--- src/wdt_cfg.svh ---
`ifndef WDT_CFG_SVH
`define WDT_CFG_SVH

// ----------------------------------------
// Clocks
// ----------------------------------------
`define WDT_CLK_HZ 250000000
`define WDT_LFOSC_HZ 31000
`define WDT_TICK_CYCLES (`WDT_CLK_HZ / `WDT_LFOSC_HZ)

// ----------------------------------------
// Register map
// ----------------------------------------
`define WDT_ADR_W 4
`define WDT_OFS_CTRL 4'h0
`define WDT_OFS_STATUS 4'h4
`define WDT_OFS_MASK 4'h8
`define WDT_OFS_FLAGS 4'hC

// ----------------------------------------
// Control fields
// ----------------------------------------
`define WDT_CTRL_EN_BIT 0
`define WDT_CTRL_PS_LO 1
`define WDT_CTRL_PS_HI 5
`define WDT_PS_RESET 5'h0B
`define WDT_EN_RESET 1'b0

// ----------------------------------------
// Period decode
// ----------------------------------------
`define WDT_PS_MAX_VALID 5'h12
`define WDT_SHIFT_MIN 5'h05
`define WDT_CNT_W 24

// ----------------------------------------
// Config modes
// ----------------------------------------
`define WDT_MODE_OFF 2'h0
`define WDT_MODE_SOFT 2'h1
`define WDT_MODE_AWAKE 2'h2
`define WDT_MODE_ON 2'h3

// ----------------------------------------
// Status and flag bits
// ----------------------------------------
`define WDT_EV_W 2
`define WDT_EV_AWAKE 0
`define WDT_EV_SLEEP 1

`endif

--- src/wdt_pkg.sv ---
`default_nettype none
`include "wdt_cfg.svh"
package wdt_pkg;

  typedef struct packed {
    logic cyc;
    logic stb;
    logic we;
    logic [`WDT_ADR_W-1:0] adr;
    logic [3:0] sel;
    logic [31:0] dat;
  } wb_req_t;

  typedef struct packed {
    logic [4:0] period;
    logic soft_en;
    logic [`WDT_CNT_W-1:0] count;
    logic prev_sleep;
    logic [`WDT_EV_W-1:0] status;
    logic [`WDT_EV_W-1:0] mask;
    logic ack;
    logic [31:0] rdata;
    logic reset_req;
    logic wake;
    logic timeout_flag;
    logic powerdown_flag;
    logic irq;
  } wdt_state_t;

endpackage : wdt_pkg
`default_nettype wire

--- src/watchdog_period_control.sv ---
`timescale 1ns/1ps
`default_nettype none
`include "wdt_cfg.svh"
module watchdog_period_control #(
  parameter int TICK_CYCLES = `WDT_TICK_CYCLES
) (
  input wire logic clk_i,
  input wire logic rst_i,
  input wire wdt_pkg::wb_req_t wb_i,
  output logic wb_ack_o,
  output logic [31:0] wb_dat_o,
  input wire logic [1:0] config_mode_i,
  input wire logic sleep_i,
  input wire logic kick_i,
  input wire logic osc_fail_i,
  input wire logic ost_running_i,
  output logic reset_req_o,
  output logic wake_o,
  output logic timeout_flag_o,
  output logic powerdown_flag_o,
  output logic irq_o
);
  import wdt_pkg::*;

  wdt_state_t r;
  wdt_state_t next_r;
  logic tick;
  logic [4:0] shift;
  logic [`WDT_CNT_W-1:0] term;
  logic running;
  logic clear_cnt;
  logic hit;
  logic bus_req;
  logic [`WDT_EV_W-1:0] ev;

  if (TICK_CYCLES < 2) begin : g_chk
    $error("watchdog_period_control: TICK_CYCLES must be at least 2");
  end

  // ----------------------------------------
  // Low-frequency time base and period
  // ----------------------------------------
  wdt_tick_divider #(
    .DIV(TICK_CYCLES)
  ) u_tick (
    .clk_i(clk_i),
    .rst_i(rst_i),
    .tick_o(tick)
  );

  wdt_period_decode u_decode (
    .code_i(r.period),
    .shift_o(shift)
  );

  // ----------------------------------------
  // Run and clear conditions
  // ----------------------------------------
  always_comb begin
    case (config_mode_i)
      `WDT_MODE_ON: running = 1'b1;
      `WDT_MODE_AWAKE: running = !sleep_i;
      `WDT_MODE_SOFT: running = r.soft_en;
      default: running = 1'b0;
    endcase
  end

  assign term = (`WDT_CNT_W'(1) << shift) - `WDT_CNT_W'(1);
  assign clear_cnt = !running || kick_i || osc_fail_i || ost_running_i
                     || (sleep_i != r.prev_sleep);
  assign hit = tick && !clear_cnt && ((r.count & term) == term);
  assign bus_req = wb_i.cyc && wb_i.stb && !r.ack;
  assign ev = {hit && sleep_i, hit && !sleep_i};

  // ----------------------------------------
  // Next state
  // ----------------------------------------
  always_comb begin
    next_r = r;
    next_r.prev_sleep = sleep_i;
    next_r.reset_req = 1'b0;
    next_r.wake = 1'b0;
    next_r.ack = bus_req;
    next_r.rdata = '0;

    if (clear_cnt || hit) begin
      next_r.count = '0;
    end else if (tick) begin
      next_r.count = r.count + `WDT_CNT_W'(1);
    end

    if (hit && !sleep_i) begin
      next_r.reset_req = 1'b1;
      next_r.timeout_flag = 1'b1;
      next_r.powerdown_flag = 1'b0;
    end else if (hit) begin
      next_r.wake = 1'b1;
      next_r.timeout_flag = 1'b1;
      next_r.powerdown_flag = 1'b1;
    end else if (kick_i) begin
      next_r.timeout_flag = 1'b0;
      next_r.powerdown_flag = 1'b0;
    end

    if (bus_req && wb_i.we && wb_i.sel[0]) begin
      if (wb_i.adr == `WDT_OFS_CTRL) begin
        next_r.period = wb_i.dat[`WDT_CTRL_PS_HI:`WDT_CTRL_PS_LO];
        next_r.soft_en = wb_i.dat[`WDT_CTRL_EN_BIT];
      end else if (wb_i.adr == `WDT_OFS_MASK) begin
        next_r.mask = wb_i.dat[`WDT_EV_W-1:0];
      end
    end

    if (bus_req && !wb_i.we) begin
      if (wb_i.adr == `WDT_OFS_CTRL) begin
        next_r.rdata = {26'h0, r.period, r.soft_en};
      end else if (wb_i.adr == `WDT_OFS_STATUS) begin
        next_r.rdata = {30'h0, r.status};
        next_r.status = '0;
      end else if (wb_i.adr == `WDT_OFS_MASK) begin
        next_r.rdata = {30'h0, r.mask};
      end else if (wb_i.adr == `WDT_OFS_FLAGS) begin
        next_r.rdata = {30'h0, r.timeout_flag, r.powerdown_flag};
      end else begin
        next_r.rdata = '0;
      end
    end

    // Set wins over read clear
    next_r.status = next_r.status | ev;
    next_r.irq = |(next_r.status & next_r.mask);
  end

  // ----------------------------------------
  // State register
  // ----------------------------------------
  always_ff @(posedge clk_i) begin
    if (rst_i) begin
      r <= '0;
      r.period <= `WDT_PS_RESET;
      r.soft_en <= `WDT_EN_RESET;
    end else begin
      r <= next_r;
    end
  end

  assign wb_ack_o = r.ack;
  assign wb_dat_o = r.rdata;
  assign reset_req_o = r.reset_req;
  assign wake_o = r.wake;
  assign timeout_flag_o = r.timeout_flag;
  assign powerdown_flag_o = r.powerdown_flag;
  assign irq_o = r.irq;

  // ----------------------------------------
  // Reference period table for the checks
  // ----------------------------------------
  // Expected shift per code, written apart from the decoder
  logic [4:0] ref_shift;

  always_comb begin
    case (r.period)
      5'h00: ref_shift = 5'h05;
      5'h01: ref_shift = 5'h06;
      5'h02: ref_shift = 5'h07;
      5'h03: ref_shift = 5'h08;
      5'h04: ref_shift = 5'h09;
      5'h05: ref_shift = 5'h0A;
      5'h06: ref_shift = 5'h0B;
      5'h07: ref_shift = 5'h0C;
      5'h08: ref_shift = 5'h0D;
      5'h09: ref_shift = 5'h0E;
      5'h0A: ref_shift = 5'h0F;
      5'h0B: ref_shift = 5'h10;
      5'h0C: ref_shift = 5'h11;
      5'h0D: ref_shift = 5'h12;
      5'h0E: ref_shift = 5'h13;
      5'h0F: ref_shift = 5'h14;
      5'h10: ref_shift = 5'h15;
      5'h11: ref_shift = 5'h16;
      5'h12: ref_shift = 5'h17;
      default: ref_shift = 5'h05;
    endcase
  end
endmodule : watchdog_period_control
`default_nettype wire

--- src/wdt_period_decode.sv ---
`timescale 1ns/1ps
`default_nettype none
`include "wdt_cfg.svh"
module wdt_period_decode (
  input wire logic [4:0] code_i,
  output logic [4:0] shift_o
);
  always_comb begin
    if (code_i <= `WDT_PS_MAX_VALID) begin
      shift_o = code_i + `WDT_SHIFT_MIN;
    end else begin
      shift_o = `WDT_SHIFT_MIN;
    end
  end
endmodule : wdt_period_decode
`default_nettype wire

--- src/wdt_tick_divider.sv ---
`timescale 1ns/1ps
`default_nettype none
module wdt_tick_divider #(
  parameter int DIV = 8064
) (
  input wire logic clk_i,
  input wire logic rst_i,
  output logic tick_o
);
  localparam int W = $clog2(DIV);
  logic [W-1:0] cnt;

  if (DIV < 2) begin : g_chk
    $error("wdt_tick_divider: DIV must be at least 2");
  end

  always_ff @(posedge clk_i) begin
    if (rst_i) begin
      cnt <= '0;
      tick_o <= 1'b0;
    end else if (cnt == W'(DIV - 1)) begin
      cnt <= '0;
      tick_o <= 1'b1;
    end else begin
      cnt <= cnt + W'(1);
      tick_o <= 1'b0;
    end
  end
endmodule : wdt_tick_divider
`default_nettype wire

--- config.mk ---
export PLATFORM = sky130hd
export DESIGN_NAME = watchdog_period_control
export DESIGN_NICKNAME = d
export VERILOG_FILES = /design/src/wdt_pkg.sv /design/src/watchdog_period_control.sv /design/src/wdt_period_decode.sv /design/src/wdt_tick_divider.sv
export VERILOG_INCLUDE_DIRS = /design/src /design/src/src
export SDC_FILE = /design/constraint.sdc
export NUM_CORES = 1
export LEC_CHECK = 0
export BUFFER_PORTS_ARGS = -buffer_cell sky130_fd_sc_hd__buf_2
export CORE_ASPECT_RATIO = 1.25
export CORE_UTILIZATION = 38
export DETAILED_ROUTE_END_ITERATION = 8
export MAX_ROUTING_LAYER = met4
export SLEW_MARGIN = 20
export SYNTH_ARGS = -nofsm -noshare
export SYNTH_HDL_FRONTEND = slang
export SYNTH_HIERARCHICAL = 1
export SYNTH_SLANG_ARGS = --single-unit
--- constraint.sdc ---
create_clock -name clk_i -period 5.6 [get_ports clk_i]
set_input_delay 1.12 -clock clk_i [delete_from_list [all_inputs] [get_ports clk_i]]
set_output_delay 1.12 -clock clk_i [all_outputs]
set_load 0.02 [all_outputs]
==> results of run 1 <==
-- area by class of cell --
class,count,share of cell area (%)
well taps,120,3.96
flip-flops and latches,61,32.2
repair buffers,36,4.95
clock inverters,6,1.85
inverters,15,1.48
clock buffers,10,3.63
multi-input cells,316,52.0
-- through the flow --
| stage | total power [mW] | instances | worst slack, ps |
|---|---|---|---|
| after detailed placement | 0.500 | 548 | 1450 |
| after floorplan | 0.500 | 440 | 2080 |
| after CTS | 0.910 | 564 | 1420 |
| final | 0.894 | 564 | 1430 |
| after global placement | 0.499 | 548 | 1470 |
| after global routing | 0.934 | 564 | 1020 |
-- worst max-delay path by stage --
stage                                   from                  to  cells after the start
after global routing      r[68]$_SDFFE_PP1P_  r[47]$_SDFFE_PP0P_                     14
after detailed placement  r[68]$_SDFFE_PP1P_  r[52]$_SDFFE_PP0P_                     13
final                     r[68]$_SDFFE_PP1P_  r[43]$_SDFFE_PP0P_                     14
after floorplan           r[68]$_SDFFE_PP1P_  r[54]$_SDFFE_PP0P_                     17
after global placement    r[68]$_SDFFE_PP1P_  r[59]$_SDFFE_PP0P_                     14
after CTS                 r[68]$_SDFFE_PP1P_  r[43]$_SDFFE_PP0P_                     14
-- logic make-up after synthesis --
family	Yosys count	synth area share, %
other cells	1	0.107
fa+ha+maj	5	1.79
buf+inv	63	11.3
simple gates	173	27.0
flops	61	34.9
xor+xnor	27	6.77
compound gates	77	15.0
mux	8	3.01
-- power by group through the flow --
stage          Clock, mW  Combinational, mW  Sequential (mW)
6_report           0.404             0.0502            0.440
2_1_floorplan          0             0.0502            0.450
3_5_place_dp           0             0.0499            0.450
4_1_cts            0.420             0.0500            0.440
3_3_place_gp           0             0.0489            0.450
5_1_grt            0.437             0.0566            0.440
-- critical path, stage by stage, from the launching register on --
cell and delay [ps]:
dfxtp_1 400, inv_1 80, ha_1 230, nor2b_1 140
o311a_1 510, nor2_1 310, nand2_1 120, ha_1 360
inv_2 190, nor4_1 80, o31ai_1 280, o221ai_2 150
nor4_2 570, a211o_2 480, nor2_1 100
-- sequential cells by signal, indices dropped and copies added, names as in the netlist --
| register | count |
|---|---|
| u_tick/cnt | 13 |
| r | 35 |
| powerdown_flag_o | 1 |
| timeout_flag_o | 1 |
| reset_req_o | 1 |
| wb_dat_o | 6 |
| wb_ack_o | 1 |
| wake_o | 1 |
| u_tick/tick_o | 1 |
| irq_o | 1 |
-- cell usage in the layout, fill, tap and decap left out, types with 4 or more instances in the layout --
cell	synthesis	routed
and2_1	4	4
mux2i_1	6	6
inv_1	13	13
nand2b_1	8	8
nor3_1	11	11
nand2_1	20	20
buf_2	7	33
xor2_1	17	17
clkbuf_8	0	10
conb_1	1	26
or3_1	6	6
a21oi_1	21	21
and3_1	7	7
a211o_1	5	5
o21ai_0	19	19
o31ai_1	5	5
ha_1	5	5
nor2_1	50	50
xnor2_1	10	10
nor2b_1	4	4
dfxtp_1	61	61
or4_1	6	6
nand3_1	25	25
nor4_1	7	7
nand4_1	5	5
-- layer usage --
layer / routed length (um) / part of all wire [%]
met4: 166 / 2.4
met3: 237 / 3.4
met1: 3030 / 44
met2: 3490 / 50
met5: 0 / 0
==> impl_metrics.csv, run 1 <==
group,metric,value,unit
outcome,run_status,"finished, final reports clean",
grt,met2_usage,27.7,%
finish,drive_above_1_share,16.4,%
clocking,cts_buffers,9,
floorplanning,die_w,87.8,um
sta,final_hold_viol_count,0,
synthesis,avgSynthCellArea,8.42,sq um
grt,antenna_found_initial,0,
sta,setup_violations,0,
clocking,clock_latency,350,ps
synthesis,synth_area,0.00349,sq mm
detailed_routing,first_pass_iters,5,
detailed_routing,num_vias,2863,
clocking,clk_path_buf_depth,2,
pwr,internal_power,673,uW
sta,timing.hold.ws,468,ps
pwr,powerDensity,236,mW/mm^2
critical_path,endpoint_kind,"flip-flop",
floorplanning,dieArea,0.00959,sq mm
floorplanning,core_area,0.00880,sq mm
grt,grt-ovfl-total,0,
detailed_routing,antenna_left,0,
grt,grt_usage,16.4,%
clocking,cts_hold_buf,0,
synthesis,ys_types,61,
detailed_routing,wl,6.93,mm
pwr,p_switching,221,uW
sta,fin_skew,9.28,ps
floorplanning,num_io_pins,89,
placed_design,gp_congestion,0.859,
pwr,swShare,24.8,%
worst_hold_path,hp-start,"u_tick/cnt[0]$_SDFF_PP0_",
critical_path,criticalPathCategory,"flip-flop to flip-flop",
sta,rsz0062_at_grt,"no",
synthesis,yosysTopAreaCell,"dfxtp_1",
critical_path,worstPathMaxFanout,23,
sta,tightest_slew,651,ps
grt,use_met1,17.7,%
clocking,cts-root-buf,"clkbuf_8",
critical_path,worst_setup_path_start_kind,"flip-flop",
placed_design,dp_hpwl,5.05,mm
floorplanning,fp.dieH,109,um
grt,grt_max_degree,27,
critical_path,arrival,4390,ps
synthesis,synth_top_cell_area_share,34.9,%
clocking,clkTransAtPathRegs,70,ps
worst_hold_path,holdPathStages,1,
grt,grt_pass1_wl,11.8,mm
synthesis,synth_ff_type,"dfxtp_1",
detailed_routing,avgRoutedWirePerCell,12.3,um
critical_path,crit-reg2reg-capture,"r[43]$_SDFFE_PP0P_",
critical_path,reg2reg_depth,14,
sta,fin_crit,4170,ps
synthesis,synth-seq-cells,61,
worst_hold_path,min_to,"u_tick/cnt[0]$_SDFF_PP0_",
clocking,cts_tree,"built",
synthesis,synth_edf_count,0,
sta,maxSlewViolCount,0,
clocking,ctsResizeCount,0,
finish,nFillCells,893,
grt,grt_pass1_vias,2654,
placed_design,portBuffers,33,
finish,area_growth,8.59,%
worst_hold_path,hold_path.class,"flip-flop to flip-flop",
synthesis,yosysWarnings,6,
synthesis,yosys-top-cells-area,"dfxtp_1, buf_4, nor2_1",
floorplanning,start_util,39.7,%
clocking,postCtsSetupBuffers,0,
pwr,ir_worst_vdd,0.000110,V
pwr,leakagePower,1.41,nW
synthesis,seq_area_frac_synth,34.9,%
flow_run,maxCapViolCount,0,
detailed_routing,via_per_inst,5.08,
pwr,combinationalPowerShare,5.6,%
pwr,clockPowerShare,45.2,%
sta,tns,0,ps
synthesis,synth_most_common_cell,"dfxtp_1",
finish,regArea,0.00122,sq mm
placed_design,post_dp_cell_area,0.00359,sq mm
sta,min_period_over_period,74.4,%
grt,grt_util_met3,3.48,%
finish,diodes,0,
finish,nets,495,
synthesis,syn_inst,415,
detailed_routing,drtIter0Drc,208,
synthesis,yosys-top-cells-count,"dfxtp_1, nor2_1, buf_4",
clocking,htreeDepth,3,
critical_path,reg2reg_from,"r[68]$_SDFFE_PP1P_",
detailed_routing,drc,0,
pwr,pwr-share-seq,49.2,%
finish,multi_input_area,0.00197,sq mm
sta,slew_headroom,56.3,%
synthesis,ys_async_sr_fraction,0,%
grt,busiest_layer,"met2",
floorplanning,num_rows,38,
finish,final_util,43.1,%
sta,fmax,0.240,GHz
critical_path,reg2reg_slack,1430,ps
finish,design_area,0.00379,sq mm
critical_path,cp.required,5820,ps
clocking,cts.sinks,61,
No activity file was read; power rests on OpenSTA's default activity.
==> run 2: changes to the inputs <==
- clock period: 5.6 -> 4.4 ns (I/O delays scaled with it)
==> run 2 against run 1 <==
Against the previous run:
- final cell count increased by 0.35%
- worst setup slack lost 1000 ps
- hold slack improved by 0.98 ps
- sequential power rose by 27%
- combinational power increased by 27%
- clock power is 34% higher
- utilization up 0.33 points
- flip-flop and latch count unchanged
- sequential share of layout area shrank 0.24 points
- via count increased by 0.91%
- register-to-register slack worse by 1000 ps
- die area unchanged
- critical path type unchanged
- critical endpoint is now r[54]$_SDFFE_PP0P_
==> impl_metrics.csv, run 2 (same netlist as run 1, synthesis figures left out) <==
group,metric,value,unit
finish,mostFrequentLayoutCells,"dfxtp_1, nor2_1, buf_2",
clocking,ctsResizeCount,0,
critical_path,worst_setup_path_start_kind,"flip-flop",
detailed_routing,drtIter0Drc,213,
sta,maxSlewViolCount,0,
clocking,clkTransAtPathRegs,60,ps
pwr,internal_power,907,uW
finish,regMostFlops,"r",
grt,grt_usage,16.7,%
clocking,htreeDepth,3,
pwr,combinationalPowerShare,5.5,%
pwr,powerDensity,305,mW/mm^2
clocking,clock_latency,340,ps
clocking,postCtsSetupBuffers,0,
pwr,clockPowerShare,46.4,%
outcome,run_status,"finished, final reports clean",
grt,grt-ovfl-total,0,
clocking,cts_hold_buf,0,
sta,slew_headroom,57.4,%
detailed_routing,drc,0,
finish,nFillCells,896,
detailed_routing,antenna_left,0,
floorplanning,core_area,0.00880,sq mm
grt,antenna_found_initial,0,
sta,fmax,0.252,GHz
detailed_routing,avgRoutedWirePerCell,12.5,um
floorplanning,num_rows,38,
clocking,cts_tree,"built",
critical_path,worstPathMaxFanout,23,
placed_design,portBuffers,33,
critical_path,critPathSlowestCell,"nor4_2",
critical_path,arrival,4180,ps
pwr,pwr-share-seq,48.1,%
clocking,clk_path_buf_depth,2,
detailed_routing,num_vias,2889,
floorplanning,die_w,87.8,um
sta,final_hold_viol_count,0,
clocking,cts-root-buf,"clkbuf_8",
clocking,cts.sinks,61,
critical_path,cp.required,4600,ps
placed_design,gp_congestion,0.823,
pwr,swShare,22.1,%
finish,area_growth,9.42,%
grt,grt_pass1_vias,2733,
critical_path,slowest_delay,470,ps
sta,rsz0062_at_grt,"no",
grt,grt_max_degree,27,
sta,min_period_over_period,90.3,%
sta,setup_violations,0,
floorplanning,num_io_pins,89,
floorplanning,fp.dieH,109,um
sta,fin_skew,9.72,ps
clocking,cts_buffers,9,
finish,nets,498,
finish,drive_above_1_share,16.6,%
finish,largest_reg_flops,35,
pwr,ir_worst_vdd,0.000139,V
placed_design,dp_hpwl,5.21,mm
floorplanning,start_util,39.7,%
floorplanning,dieArea,0.00959,sq mm
sta,timing.hold.ws,469,ps
sta,tns,0,ps
sta,tightest_slew,634,ps
grt,grt_pass1_wl,12.3,mm
pwr,p_switching,258,uW
sta,fin_crit,3970,ps
worst_hold_path,hold_path.class,"flip-flop to flip-flop",
flow_run,maxCapViolCount,0,
detailed_routing,first_pass_iters,4,
detailed_routing,via_per_inst,5.10,
critical_path,endpoint_kind,"flip-flop",
pwr,leakagePower,1.44,nW
critical_path,path_cells,"ha_1 > nor2b_4 > or3_4 > a21o_1 > nor3_1 > nand2_1 > ha_1 > inv_2 > or3_1 > a2111oi_0 > or3_1 > nor4_2 > a211o_2 > nor2_1",
finish,final_common_cell,"dfxtp_1",
critical_path,criticalPathCategory,"flip-flop to flip-flop",
detailed_routing,wl,7.06,mm
finish,diodes,0,
-- run 2: final timing paths --
| check | from | to | slack (ps) | depth (start not counted) |
|---|---|---|---|---|
| setup / recovery | r[69]$_SDFFE_PP1P_ | r[54]$_SDFFE_PP0P_ | 430 | 14 |
| hold / removal | u_tick/cnt[0]$_SDFF_PP0_ | u_tick/cnt[0]$_SDFF_PP0_ | 470 | 1 |
| setup reg to reg | r[69]$_SDFFE_PP1P_ | r[54]$_SDFFE_PP0P_ | 430 | 14 |
| hold reg to reg | u_tick/cnt[0]$_SDFF_PP0_ | u_tick/cnt[0]$_SDFF_PP0_ | 470 | 1 |
-- run 2: layout make-up --
type	instances	area (sq um)	area share, %
clock buffer	11	141	3.70
clock inverter	4	72.6	1.90
inverter	15	56.3	1.47
multi-input combinational	316	1970	51.6
sequential	61	1220	31.9
timing repair buffer	39	210	5.50
tap	120	150	3.93
-- run 2: per-layer routing --
metal / global-route usage, % / routed length [um] / vias up
met2: 28.2 / 3550 / 76
met1: 18.8 / 3050 / 1334
met3: 3.26 / 291 / 16
met4: 7.73 / 168 / 0
met5: - / 0 / -
li1: - / - / 1463
-- run 2: worst max-delay path: cells and delay by family (launching register included) --
| family | cells | cell delay [ps] |
|---|---|---|
| and+or+nand+nor | 8 | 1850 |
| AOI/OAI and AO/OA | 3 | 750 |
| buffers and inverters | 1 | 200 |
| DFF | 1 | 420 |
| adders and majority gates | 2 | 600 |
-- run 2: through the flow --
stage	setup WS (ps)	instance area [sq um]	utilization (%)	total power, mW	cells
global route	45.9	3820	43.5	1.21	566
CTS	422	3820	43.5	1.18	566
floorplan	878	3590	-	0.636	440
detailed placement	444	3610	41.0	0.636	551
global placement	545	3610	41.0	0.635	551
finish	428	3820	43.5	1.16	566
-- run 2: power groups by stage --
stage,registers [mW],logic (mW),clock network (mW)
global route,0.561,0.0719,0.581
detailed placement,0.573,0.0637,0
floorplan,0.572,0.0639,0
CTS,0.560,0.0639,0.556
global placement,0.573,0.0628,0
finish,0.560,0.0639,0.540
==> run 3: changes to the inputs <==
- ABC_AREA: unset -> 1
==> run 3 against run 2 <==
Against the previous run:
- die area rose by 14%
- via count rose by 28%
- clock-buffer cell count did not move
- power rose by 14%
- sequential share of layout area fell by 4.5 points
- flip-flop and latch count did not move
- combinational power rose by 15%
- worst setup slack improved by 120 ps
- sequential power barely moved
- final cell count rose by 39%
- clock power rose by 28%
- hold slack got worse by 6.5 ps
==> impl_metrics.csv, run 3 <==
group,metric,value,unit
outcome,run_status,"finished, final reports clean",
floorplanning,die_w,93.8,um
pwr,leakagePower,2.06,nW
floorplanning,num_io_pins,89,
detailed_routing,num_vias,3695,
clocking,cts_hold_buf,0,
clocking,cts.sinks,61,
synthesis,seq_area_frac_synth,30.5,%
critical_path,worst_setup_path_start_kind,"flip-flop",
detailed_routing,via_per_inst,4.69,
clocking,clock_latency,320,ps
placed_design,dp.cells,773,
grt,grt_pass1_wl,15.7,mm
pwr,powerDensity,298,mW/mm^2
critical_path,arrival,4050,ps
finish,regMostFlops,"r",
placed_design,dp_hpwl,7.47,mm
pwr,ir_worst_vdd,0.000243,V
synthesis,synth_ff_type,"dfxtp_1",
synthesis,yosysTopAreaCell,"dfxtp_1",
synthesis,synth_top_cell_area_share,30.5,%
synthesis,yosys-top-cells-area,"dfxtp_1, nand2_1, nor2_1",
detailed_routing,wl,9.22,mm
critical_path,worstPathMaxFanout,24,
placed_design,portBuffers,33,
sta,fin_crit,3850,ps
synthesis,yosysWarnings,6,
synthesis,yosys-top-cells-count,"nand2_1, nor2_1, inv_1",
finish,largest_reg_flops,35,
synthesis,ys_async_sr_fraction,0,%
clocking,clk_path_buf_depth,2,
clocking,postCtsSetupBuffers,0,
critical_path,endpoint_kind,"flip-flop",
grt,antenna_found_initial,0,
pwr,p_switching,287,uW
flow_run,maxCapViolCount,0,
grt,grt_usage,18.9,%
sta,tns,0,ps
sta,fmax,0.260,GHz
clocking,cts_buffers,9,
worst_hold_path,hold_path.class,"flip-flop to flip-flop",
sta,rsz0062_at_grt,"no",
sta,min_period_over_period,87.6,%
clocking,htreeDepth,3,
synthesis,synth_edf_count,0,
grt,grt-ovfl-total,0,
clocking,ctsResizeCount,0,
sta,final_hold_viol_count,0,
floorplanning,dieArea,0.0110,sq mm
pwr,internal_power,1.04,mW
detailed_routing,first_pass_iters,4,
finish,drive_above_1_share,11.5,%
critical_path,criticalPathCategory,"flip-flop to flip-flop",
pwr,pwr-share-seq,42.2,%
floorplanning,fp.dieH,117,um
clocking,clkTransAtPathRegs,50,ps
finish,nFillCells,1094,
finish,area_growth,11.0,%
pwr,combinationalPowerShare,5.5,%
critical_path,cp.required,4590,ps
synthesis,ys_types,35,
finish,nets,711,
detailed_routing,drtIter0Drc,150,
sta,maxSlewViolCount,0,
synthesis,avgSynthCellArea,6.41,sq um
placed_design,gp_congestion,0.890,
floorplanning,num_rows,41,
sta,timing.hold.ws,463,ps
finish,mostFrequentLayoutCells,"nand2_1, nor2_1, inv_1",
synthesis,synth_most_common_cell,"nand2_1",
detailed_routing,drc,0,
floorplanning,start_util,39.4,%
finish,diodes,0,
floorplanning,core_area,0.0102,sq mm
sta,tightest_slew,996,ps
grt,grt_pass1_vias,3525,
sta,slew_headroom,32.9,%
sta,fin_skew,10.6,ps
clocking,cts-root-buf,"clkbuf_16",
synthesis,synth_area,0.00400,sq mm
clocking,cts_tree,"built",
detailed_routing,antenna_left,0,
grt,grt_max_degree,25,
pwr,swShare,21.6,%
pwr,clockPowerShare,52.3,%
finish,final_common_cell,"nand2_1",
sta,setup_violations,0,
synthesis,syn_inst,624,
synthesis,synth-seq-cells,61,
detailed_routing,avgRoutedWirePerCell,11.7,um
finish,final_cells,788,
[run 3: cell count changes in the layout (fill, tap and decap cells not counted), moves of 7 or more]
cell       change
nand2_1      +115
a21oi_1       -11
clkbuf_16      +9
nor2_1        +64
nand2b_1       -8
clkbuf_8       -8
and3_1         -7
o21ai_0       -10
nor3_1        +10
nand4_1        +7
inv_1         +74
nand3_1       +32
[run 3: area by class of cell]
cell class                 count  area, sq um  share of cell area [%]
clock inverter                 4         47.5                    1.07
multi-input combinational    457         2240                    50.4
clock buffer                  11          253                    5.69
timing repair buffer          35          180                    4.06
tap                          129          161                    3.63
sequential                    61         1220                    27.5
inverter                      91          342                    7.69
[run 3: power groups by stage]
| stage | sequential (mW) | combinational (mW) | clock [mW] |
|---|---|---|---|
| 2_1_floorplan | 0.571 | 0.0706 | 0 |
| 3_3_place_gp | 0.571 | 0.0727 | 0 |
| 3_5_place_dp | 0.571 | 0.0732 | 0 |
| 4_1_cts | 0.559 | 0.0735 | 0.709 |
| 5_1_grt | 0.559 | 0.0836 | 0.733 |
| 6_report | 0.559 | 0.0736 | 0.693 |
[run 3: final timing paths]
| path | depth (start not counted) | slack (ps) | end | from |
|---|---|---|---|---|
| worst max-delay path | 18 | 550 | r[47]$_SDFFE_PP0P_ | r[68]$_SDFFE_PP1P_ |
| worst min register to register | 1 | 460 | u_tick/cnt[0]$_SDFF_PP0_ | u_tick/cnt[0]$_SDFF_PP0_ |
| worst min-delay path | 1 | 460 | u_tick/cnt[0]$_SDFF_PP0_ | u_tick/cnt[0]$_SDFF_PP0_ |
| worst max register to register | 18 | 550 | r[47]$_SDFFE_PP0P_ | r[68]$_SDFFE_PP1P_ |
[run 3: logic make-up (layout without fill, tap and decap cells)]
group	after synthesis	count (layout)	synth area share, %
AOI/OAI and AO/OA	29	29	4.63
xor gates and xnor gates	28	28	6.13
adders and majority gates	5	5	1.56
buffers and inverters	131	141	15.9
DFF	61	61	30.5
muxes	1	1	0.250
other	1	26	0.0937
and+or+nand+nor	368	368	40.9
[run 3: layer usage]
metal / global-route usage (%) / routed length, um
met4: 5.95 / 99
met2: 32.9 / 4620
met3: 3.45 / 304
met1: 21.9 / 4190
met5: - / 0
[run 3: metrics by stage]
stage	worst slack, ps	util, %	total power, mW	area, sq um
2_1_floorplan	1360	-	0.641	4100
3_3_place_gp	556	40.8	0.643	4140
3_5_place_dp	512	40.8	0.644	4140
4_1_cts	494	43.7	1.34	4440
5_1_grt	186	43.7	1.38	4440
6_report	547	43.7	1.33	4440
[run 3: worst max-delay path, cell delays in order (launching register included)]
cell      delay (ps)
dfxtp_1          420
ha_1             210
o21ai_0           70
o21ai_0          780
nor2_4           180
nand3_1          170
ha_1             240
inv_1             80
nor2_1           270
nand2_1          120
nor2_1           110
nand3_1          110
nand3_1          140
nand2_1           60
inv_1             50
nand2_1           50
nor2_2           220
nand3b_4         350
nor2_1            80
